## src/srw_pkg.sv

```systemverilog
// Purpose: Shared constants and types for the supervisor reset and watchdog block
// Assumes: 200 MHz clock
// Notes: Register offsets are word addresses on the plain register port
package srw_pkg;

    localparam int unsigned SRW_CLK_HZ = 200_000_000;

    // Power-up reset delays in microseconds
    localparam int unsigned SRW_PURST0_US = 50_000;
    localparam int unsigned SRW_PURST1_US = 200_000;
    localparam int unsigned SRW_PURST2_US = 400_000;
    localparam int unsigned SRW_PURST3_US = 800_000;
    // Watchdog periods in microseconds
    localparam int unsigned SRW_WD0_US = 1_400_000;
    localparam int unsigned SRW_WD1_US = 200_000;
    localparam int unsigned SRW_WD2_US = 25_000;

    localparam int unsigned SRW_CYC_PER_US = SRW_CLK_HZ / 1_000_000;
    localparam longint unsigned SRW_PURST0_CYC = longint'(SRW_PURST0_US) * SRW_CYC_PER_US;
    localparam longint unsigned SRW_PURST1_CYC = longint'(SRW_PURST1_US) * SRW_CYC_PER_US;
    localparam longint unsigned SRW_PURST2_CYC = longint'(SRW_PURST2_US) * SRW_CYC_PER_US;
    localparam longint unsigned SRW_PURST3_CYC = longint'(SRW_PURST3_US) * SRW_CYC_PER_US;
    localparam longint unsigned SRW_WD0_CYC = longint'(SRW_WD0_US) * SRW_CYC_PER_US;
    localparam longint unsigned SRW_WD1_CYC = longint'(SRW_WD1_US) * SRW_CYC_PER_US;
    localparam longint unsigned SRW_WD2_CYC = longint'(SRW_WD2_US) * SRW_CYC_PER_US;

    localparam int SRW_CNT_W = 29;

    // Register map (word addresses)
    localparam logic [3:0] SRW_ADDR_CTRL = 4'h0;
    localparam logic [3:0] SRW_ADDR_STAT = 4'h1;
    localparam logic [3:0] SRW_ADDR_IRQ_STAT = 4'h2;
    localparam logic [3:0] SRW_ADDR_IRQ_MASK = 4'h3;

    // Control register fields
    localparam int SRW_CTRL_PUP0 = 0;
    localparam int SRW_CTRL_WD_LO = 5;
    localparam int SRW_CTRL_WD_HI = 6;
    localparam int SRW_CTRL_PUP1 = 7;
    localparam logic [1:0] SRW_PUP_RST = 2'h1;
    localparam logic [1:0] SRW_WD_RST = 2'h3;
    localparam logic [1:0] SRW_WD_OFF = 2'h3;

    // Event bits for the interrupt status and mask
    localparam int SRW_EV_RESET = 0;
    localparam int SRW_EV_EARLY_SUPPLY_LOW_N = 1;
    localparam int SRW_EV_V2 = 2;
    localparam int SRW_EV_V3 = 3;
    localparam int SRW_EV_WDOG = 4;
    localparam int SRW_EV_W = 5;
    localparam logic [SRW_EV_W-1:0] SRW_MASK_RST = 5'h00;
    localparam logic [SRW_EV_W-1:0] SRW_PREV_RST = 5'h0E;

    typedef struct packed {
        logic main_ok;
        logic second_ok;
        logic third_ok;
        logic manual_reset_n;
    } srw_sense_t;

    typedef struct packed {
        logic [3:0] addr;
        logic [7:0] wdata;
        logic wr;
        logic rd;
    } srw_req_t;

endpackage

```

## src/srw_sync.sv

```systemverilog
// Purpose: Two-flop synchroniser for a bundle of levels
// Assumes: Inputs are slow levels
// Notes: Reset value is given by parameter
`timescale 1ns/1ps
module srw_sync #(
    parameter int W = 4,
    parameter logic [W-1:0] RST_VAL = '0
) (
    input wire logic clk,
    input wire logic rst_n,
    input wire logic [W-1:0] d,
    output logic [W-1:0] q
);
    logic [W-1:0] meta_q;

    always_ff @(posedge clk or negedge rst_n) begin
        if (!rst_n) begin
            meta_q <= RST_VAL;
            q <= RST_VAL;
        end else begin
            meta_q <= d;
            q <= meta_q;
        end
    end
endmodule

```

## src/srw_top.sv

```systemverilog
// Purpose: Supervisor reset sequencing, supply fail flags, watchdog and write protect
// Assumes: Comparator results arrive as logic levels, high while the supply is above trip
// Notes: Register port replaces the serial control register of the part
`timescale 1ns/1ps
module srw_top
    import srw_pkg::*;
(
    input wire logic clk,
    input wire logic nrst,
    input wire srw_sense_t sense,
    input wire logic write_protect,
    input wire logic scl_in,
    input wire logic sda_in,
    input wire srw_req_t req,
    output logic [7:0] rdata_q,
    output logic mem_wr_en_q,
    output logic reset_n_oe_q,
    output logic reset_q,
    output logic early_supply_low_n_q,
    output logic second_supply_fail_n_oe_q,
    output logic third_supply_fail_n_oe_q,
    output logic watchdog_alarm_n_oe_q,
    output logic irq_q
);
    logic rst_meta_q;
    logic rst_n_q;
    srw_sense_t sense_s;
    logic [1:0] bus_s;
    logic scl_q;
    logic sda_q;
    logic start_seen_q;
    logic low_seen_q;
    logic high_seen_q;
    logic restart;
    logic wr_ok;
    logic [1:0] pup_q;
    logic [1:0] wd_sel_q;
    logic [SRW_CNT_W-1:0] rst_cnt_q;
    logic [SRW_CNT_W-1:0] rst_len;
    logic sys_rst_q;
    logic [SRW_CNT_W-1:0] wd_cnt_q;
    logic [SRW_CNT_W-1:0] wd_len;
    logic alarm_q;
    logic [SRW_EV_W-1:0] ev;
    logic [SRW_EV_W-1:0] ev_stat_q;
    logic [SRW_EV_W-1:0] ev_mask_q;
    logic [SRW_EV_W-1:0] prev_q;
    logic [SRW_EV_W-1:0] cur;

    // Reset release through two flops
    always_ff @(posedge clk or negedge nrst) begin
        if (!nrst) begin
            rst_meta_q <= 1'b0;
            rst_n_q <= 1'b0;
        end else begin
            rst_meta_q <= 1'b1;
            rst_n_q <= rst_meta_q;
        end
    end

    // Supplies start as failing, manual reset as released
    srw_sync #(.W(4), .RST_VAL(4'h1)) u_sense_sync (
        .clk(clk),
        .rst_n(rst_n_q),
        .d(sense),
        .q(sense_s)
    );

    srw_sync #(.W(2), .RST_VAL(2'h3)) u_bus_sync (
        .clk(clk),
        .rst_n(rst_n_q),
        .d({scl_in, sda_in}),
        .q(bus_s)
    );

    // Bus condition tracker; delayed copies for edge detection
    always_ff @(posedge clk or negedge rst_n_q) begin
        if (!rst_n_q) begin
            scl_q <= 1'b1;
            sda_q <= 1'b1;
        end else begin
            scl_q <= bus_s[1];
            sda_q <= bus_s[0];
        end
    end

    // Start, then a low and a high clock phase, then stop
    always_ff @(posedge clk or negedge rst_n_q) begin
        if (!rst_n_q) begin
            start_seen_q <= 1'b0;
            low_seen_q <= 1'b0;
            high_seen_q <= 1'b0;
        end else if (scl_q && bus_s[1] && sda_q && !bus_s[0]) begin
            start_seen_q <= 1'b1;
            low_seen_q <= 1'b0;
            high_seen_q <= 1'b0;
        end else if (restart) begin
            start_seen_q <= 1'b0;
            low_seen_q <= 1'b0;
            high_seen_q <= 1'b0;
        end else if (start_seen_q && !bus_s[1]) begin
            low_seen_q <= 1'b1;
        end else if (low_seen_q && bus_s[1]) begin
            high_seen_q <= 1'b1;
        end
    end

    // Stop after a full start/low/high; any longer transfer passes through it too
    assign restart = high_seen_q && scl_q && bus_s[1] && !sda_q && bus_s[0];

    assign wr_ok = req.wr && !write_protect;

    // Control register: delay and watchdog selects
    always_ff @(posedge clk or negedge rst_n_q) begin
        if (!rst_n_q) begin
            pup_q <= SRW_PUP_RST;
            wd_sel_q <= SRW_WD_RST;
        end else if (wr_ok && req.addr == SRW_ADDR_CTRL) begin
            pup_q <= {req.wdata[SRW_CTRL_PUP1], req.wdata[SRW_CTRL_PUP0]};
            wd_sel_q <= req.wdata[SRW_CTRL_WD_HI:SRW_CTRL_WD_LO];
        end
    end

    // Memory write strobe gated by write protect
    always_ff @(posedge clk or negedge rst_n_q) begin
        if (!rst_n_q) begin
            mem_wr_en_q <= 1'b0;
        end else begin
            mem_wr_en_q <= wr_ok;
        end
    end

    always_comb begin
        case (pup_q)
            2'h0: rst_len = SRW_CNT_W'(SRW_PURST0_CYC);
            2'h1: rst_len = SRW_CNT_W'(SRW_PURST1_CYC);
            2'h2: rst_len = SRW_CNT_W'(SRW_PURST2_CYC);
            default: rst_len = SRW_CNT_W'(SRW_PURST3_CYC);
        endcase
    end

    // Reset delay: reloads while main supply low or manual reset held
    always_ff @(posedge clk or negedge rst_n_q) begin
        if (!rst_n_q) begin
            rst_cnt_q <= '0;
            sys_rst_q <= 1'b1;
        end else if (!sense_s.main_ok || !sense_s.manual_reset_n) begin
            rst_cnt_q <= '0;
            sys_rst_q <= 1'b1;
        end else if (sys_rst_q) begin
            if (rst_cnt_q >= rst_len - SRW_CNT_W'(1)) begin
                sys_rst_q <= 1'b0;
            end else begin
                rst_cnt_q <= rst_cnt_q + SRW_CNT_W'(1);
            end
        end
    end

    // Both reset flavours come from the same condition
    always_ff @(posedge clk or negedge rst_n_q) begin
        if (!rst_n_q) begin
            reset_q <= 1'b1;
            reset_n_oe_q <= 1'b1;
        end else begin
            reset_q <= sys_rst_q;
            reset_n_oe_q <= sys_rst_q;
        end
    end

    // Undelayed supply flags
    always_ff @(posedge clk or negedge rst_n_q) begin
        if (!rst_n_q) begin
            early_supply_low_n_q <= 1'b0;
            second_supply_fail_n_oe_q <= 1'b1;
            third_supply_fail_n_oe_q <= 1'b1;
        end else begin
            early_supply_low_n_q <= sense_s.main_ok;
            second_supply_fail_n_oe_q <= !sense_s.second_ok;
            third_supply_fail_n_oe_q <= !sense_s.third_ok;
        end
    end

    always_comb begin
        case (wd_sel_q)
            2'h0: wd_len = SRW_CNT_W'(SRW_WD0_CYC);
            2'h1: wd_len = SRW_CNT_W'(SRW_WD1_CYC);
            2'h2: wd_len = SRW_CNT_W'(SRW_WD2_CYC);
            default: wd_len = '0;
        endcase
    end

    // Watchdog; the alarm stays until the next restart or until the watchdog is switched off
    always_ff @(posedge clk or negedge rst_n_q) begin
        if (!rst_n_q) begin
            wd_cnt_q <= '0;
            alarm_q <= 1'b0;
        end else if (restart || wd_sel_q == SRW_WD_OFF) begin
            wd_cnt_q <= '0;
            alarm_q <= 1'b0;
        end else if (!alarm_q) begin
            if (wd_cnt_q >= wd_len - SRW_CNT_W'(1)) begin
                alarm_q <= 1'b1;
            end else begin
                wd_cnt_q <= wd_cnt_q + SRW_CNT_W'(1);
            end
        end
    end

    always_ff @(posedge clk or negedge rst_n_q) begin
        if (!rst_n_q) begin
            watchdog_alarm_n_oe_q <= 1'b0;
        end else begin
            watchdog_alarm_n_oe_q <= alarm_q;
        end
    end

    // Events are rising edges of the fault conditions
    assign cur = {alarm_q, !sense_s.third_ok, !sense_s.second_ok, !sense_s.main_ok, sys_rst_q};
    assign ev = cur & ~prev_q;

    // History matches the synchroniser reset value, so power-up logs no false supply events
    always_ff @(posedge clk or negedge rst_n_q) begin
        if (!rst_n_q) begin
            prev_q <= SRW_PREV_RST;
        end else begin
            prev_q <= cur;
        end
    end

    // Set wins over a write-one clear in the same cycle
    always_ff @(posedge clk or negedge rst_n_q) begin
        if (!rst_n_q) begin
            ev_stat_q <= '0;
        end else if (wr_ok && req.addr == SRW_ADDR_IRQ_STAT) begin
            ev_stat_q <= (ev_stat_q & ~req.wdata[SRW_EV_W-1:0]) | ev;
        end else begin
            ev_stat_q <= ev_stat_q | ev;
        end
    end

    always_ff @(posedge clk or negedge rst_n_q) begin
        if (!rst_n_q) begin
            ev_mask_q <= SRW_MASK_RST;
        end else if (wr_ok && req.addr == SRW_ADDR_IRQ_MASK) begin
            ev_mask_q <= req.wdata[SRW_EV_W-1:0];
        end
    end

    always_ff @(posedge clk or negedge rst_n_q) begin
        if (!rst_n_q) begin
            irq_q <= 1'b0;
        end else begin
            irq_q <= |(ev_stat_q & ev_mask_q);
        end
    end

    // Read data valid the cycle after the strobe; unmapped reads give zero
    always_ff @(posedge clk or negedge rst_n_q) begin
        if (!rst_n_q) begin
            rdata_q <= 8'h00;
        end else if (req.rd) begin
            if (req.addr == SRW_ADDR_CTRL) begin
                rdata_q <= {pup_q[1], wd_sel_q, 4'h0, pup_q[0]};
            end else if (req.addr == SRW_ADDR_STAT) begin
                rdata_q <= {3'h0, cur};
            end else if (req.addr == SRW_ADDR_IRQ_STAT) begin
                rdata_q <= {3'h0, ev_stat_q};
            end else if (req.addr == SRW_ADDR_IRQ_MASK) begin
                rdata_q <= {3'h0, ev_mask_q};
            end else begin
                rdata_q <= 8'h00;
            end
        end else begin
            rdata_q <= 8'h00;
        end
    end
endmodule

```

## config.mk

```make
export PLATFORM = sky130hd
export DESIGN_NAME = srw_top
export DESIGN_NICKNAME = d
export VERILOG_FILES = /design/src/srw_pkg.sv /design/src/srw_sync.sv /design/src/srw_top.sv
export SDC_FILE = /design/constraint.sdc
export NUM_CORES = 1
export LEC_CHECK = 0
export BUFFER_PORTS_ARGS = -buffer_cell sky130_fd_sc_hd__buf_2
export CORE_MARGIN = 4
export CORE_UTILIZATION = 64
export CTS_BUF_LIST = sky130_fd_sc_hd__clkbuf_16
export DETAILED_ROUTE_END_ITERATION = 10
export GPL_TIMING_DRIVEN = 0
export PLACE_DENSITY = 0.94
export SKIP_LAST_GASP = 1
export SYNTH_ARGS = -nofsm -noshare
export SYNTH_HDL_FRONTEND = slang
export SYNTH_SLANG_ARGS = --single-unit
export TNS_END_PERCENT = 20
```

## constraint.sdc

```tcl
create_clock -name clk -period 5.2 [get_ports clk]
set_input_delay 0.52 -clock clk [delete_from_list [all_inputs] [get_ports clk]]
set_output_delay 0.52 -clock clk [all_outputs]
set_load 0.02 [all_outputs]
```

==> results.sh <==
export IMPL_run_status="complete, no violations"
export IMPL_synth_distinct_cells=58
export IMPL_multiInputGateArea_mm2=0.003322
export IMPL_drv_cap=0
export IMPL_dr_pass1_iters=6
export IMPL_syn_area_per_cell_um2=9.728
export IMPL_clock_skew_ns=0.009384
export IMPL_root_buffer="clkbuf_16"
export IMPL_htreeDepth=3
export IMPL_post_cts_setup_buffers=0
export IMPL_cts_buffers=9
export IMPL_grt_max_degree=61
export IMPL_gp_congestion=0.9655
export IMPL_grt_antenna_before_repair=0
export IMPL_coreArea_mm2=0.009729
export IMPL_synth_ff_type="dfrtp_1"
export IMPL_slew_headroom_pct=55.87
export IMPL_hpwl_mm=11.46
export IMPL_netlist_instances=652
export IMPL_holdPathStages=1
export IMPL_vias=5634
export IMPL_wl_per_cell_um=19.16
export IMPL_die_area_mm2=0.01157
export IMPL_drt_iter0_drc=506
export IMPL_worstMarginPinSlew_ns=0.6619
export IMPL_grt_overflow=0
export IMPL_rrSetupSlack_ns=1.56
export IMPL_fmax_mhz=274.4
export IMPL_rr_startpoint="wd_sel_q[1]"
export IMPL_synth_area_mm2=0.006342
export IMPL_ant_nets=0
export IMPL_fin_nets=785
export IMPL_die_x_um=107.6
export IMPL_cts_buffer_depth=2
export IMPL_slew_viol_final=0
export IMPL_worstPathArrival_ns=3.91
export IMPL_fillers=674
export IMPL_rows=36
export IMPL_track_usage_pct=28.82
export IMPL_via_per_inst=6.699
export IMPL_pin_count=39
export IMPL_cts_sinks=110
export IMPL_min_path_type="primary input to flop"
export IMPL_remaining_drc_errors=0
export IMPL_first_global_vias=5578
export IMPL_grt_setup_unrepaired="false"
export IMPL_clk_latency_ns=0.35
export IMPL_r2r_end="wd_cnt_q[7]"
export IMPL_stdcell_area_mm2=0.007053
export IMPL_worst_setup_path_end_kind="flop"
export IMPL_cp_data_required_time_ns=5.47
export IMPL_place_area_mm2=0.006729
export IMPL_startpoint_type="flop"
export IMPL_synth_edf_count=0
export IMPL_antenna_cells=0
export IMPL_setup_viol=0
export IMPL_syn_to_final_growth_pct=11.21
export IMPL_tritoncts="done"
export IMPL_power_total_mw=2.104
export IMPL_cp_max_fo=10
export IMPL_port_buffers=37
export IMPL_power_density_mw_per_mm2=298.4
export IMPL_hold_path_endpoint="u_sense_sync.meta_q[0]"
export IMPL_hold_start="sense[0]"
export IMPL_die_h_um=107.6
export IMPL_post_route_min_period_ns=3.644
export IMPL_drt_wl_total_mm=16.12
export IMPL_ys_ff_latch=110
export IMPL_path_class="flop to flop"
export IMPL_ir_worst_vdd_mv=0.2298
export IMPL_hold_viol_final=0
export IMPL_r2r_cells=12
export IMPL_ys_seq_area_share_pct=43.72
export IMPL_start_util_pct=65.19
export IMPL_grt_pass1_wl_mm=26.65
export IMPL_finalCritPeriodShare_pct=70.08
export IMPL_synth_warnings=0
export IMPL_drive_gt1_share_pct=14.12
export IMPL_tns_ns=0
export IMPL_cts_clk_slew_worst_paths_ns=0.08
export IMPL_regArea_mm2=0.002776
export IMPL_leakage_nw=3.097
export IMPL_synthArstFlopShare_pct=100.0
## critical path, stage by stage (launching register included)
cell and delay (ns):
dfstp_2 0.58, inv_1 0.16, ha_1 0.24, xnor2_1 0.34
ha_1 0.22, nand4_1 0.14, nor4_1 0.41, nand3_1 0.23
nand4_1 0.27, clkbuf_1 0.39, buf_2 0.31, o21ai_0 0.10
a21oi_1 0.15
## through the flow
stage / cells / hold slack [ns] / worst slack, ns / util (%)
after floorplan: 653 / 0.2244 / 1.937 / -
after global placement: 823 / 0.3046 / 0.9159 / 68.84
after global routing: 841 / 0.2478 / 1.421 / 72.49
after CTS: 841 / 0.2525 / 1.661 / 72.49
final: 841 / 0.2550 / 1.556 / 72.49
after detailed placement: 824 / 0.3072 / 1.685 / 69.16
## layout by cell type (no fill, tap or decap), drive strengths merged, types with 4 or more instances in the layout
cell    Yosys  routed
a21oi      50      50
o311ai      7       7
and2        7       7
dfstp      16      16
nand2b     13      13
ha         59      59
nand3      28      28
o211ai      6       6
and4        7       7
nand2      68      68
dfrtp      94      94
nor3        9       9
buf         9      47
clkbuf     18      27
or4        17      17
o21ai      44      44
mux2i      11      11
o41ai       8       8
or3        26      26
nand4      31      31
o31ai      11      11
inv        28      31
and3        4       4
nor4       10      10
mux2        9       9
a22oi       5       5
nor2       26      26
## final cells by class
type                            instances  area share, %
Buffer                                 27          2.076
Clock buffer                            9          3.193
Clock inverter                          7          1.260
Inverter                               28          1.490
Multi-Input combinational cell        488          47.10
Sequential cell                       110          39.36
Tap cell                              133          2.359
Timing Repair Buffer                   39          3.158
## cell usage after synthesis (3+ instances only)
library cell   n  area share, %
o31ai_1       11            1.3
mux2_2         9            1.6
and4_1         5           0.69
dfrtp_1       94             37
o41ai_1        8            1.1
a21oi_1       50            3.9
or3_1         26            2.6
a211oi_1       3           0.36
o211ai_1       6           0.71
nor4_1         9           0.89
a22oi_1        5           0.59
and3_1         4           0.39
inv_1         28            1.7
dfstp_2       16            6.6
and2_1         6           0.59
buf_6          5           0.89
o21ai_0       43            3.4
nand2b_1      13            1.3
nand3_1       28            2.2
nand4_1       30            3.0
nor2_1        26            1.5
mux2i_1       11            1.7
or4_1         17            2.0
nand2_1       68            4.0
ha_1          59             12
buf_2          3           0.24
o311ai_0       7           0.97
nor3_1         8           0.63
clkbuf_1      18            1.1
## power breakdown
part	internal [mW]	switching (mW)	total [mW]
Clock	0.385	0.341	0.726
Combinational	0.148	0.239	0.386
Sequential	0.922	0.0698	0.992
## cell families (layout without fill, tap and decap cells)
group | count (synthesis) | count (layout) | share of synthesized area (%)
other | 2 | 3 | 0.1184
AND/OR/NAND/NOR | 253 | 253 | 21.86
XOR/XNOR | 3 | 3 | 0.4144
flip-flops | 110 | 110 | 43.72
AO/OA/AOI/OAI | 149 | 149 | 14.60
multiplexers | 21 | 21 | 3.689
adder cells (fa/ha/maj) | 59 | 59 | 11.64
buffers and inverters | 55 | 110 | 3.965
## routing by layer
metal	wire length [um]	part of all wire [%]	vias to the layer above	track usage (%)
li1	-	-	2544	-
met5	0	0	-	0
met3	1216	7.5	72	5.639
met2	8087	50	314	48.22
met4	551	3.4	0	12.26
met1	6263	39	2704	36.53
## worst max path at each step
stage,startpoint,to,slack (ns),cells after the start
global route,pup_q[0],rst_cnt_q[13],1.42,11
detailed placement,pup_q[0],rst_cnt_q[13],1.68,11
floorplan,rst_n_q,alarm_q,1.94,0
CTS,pup_q[0],rst_cnt_q[13],1.66,11
finish,wd_sel_q[1],wd_cnt_q[7],1.56,12
global placement,rst_n_q,rdata_q[4],0.92,0
## state kept, by name, indices dropped and copies added, names as in the netlist, 4 cells and up
register	flops
ev_mask_q	5
ev_stat_q	5
prev_q	5
rdata_q	8
rst_cnt_q	29
u_sense_sync.meta_q	4
u_sense_sync.q	4
wd_cnt_q	29
## repair_timing
action,CTS,global route
hold buffers,1,0
setup endpoints to repair,0,0
resized for setup,0,0
endpoints found under the hold margin,2,0
Power figures use the tool's default switching activity.
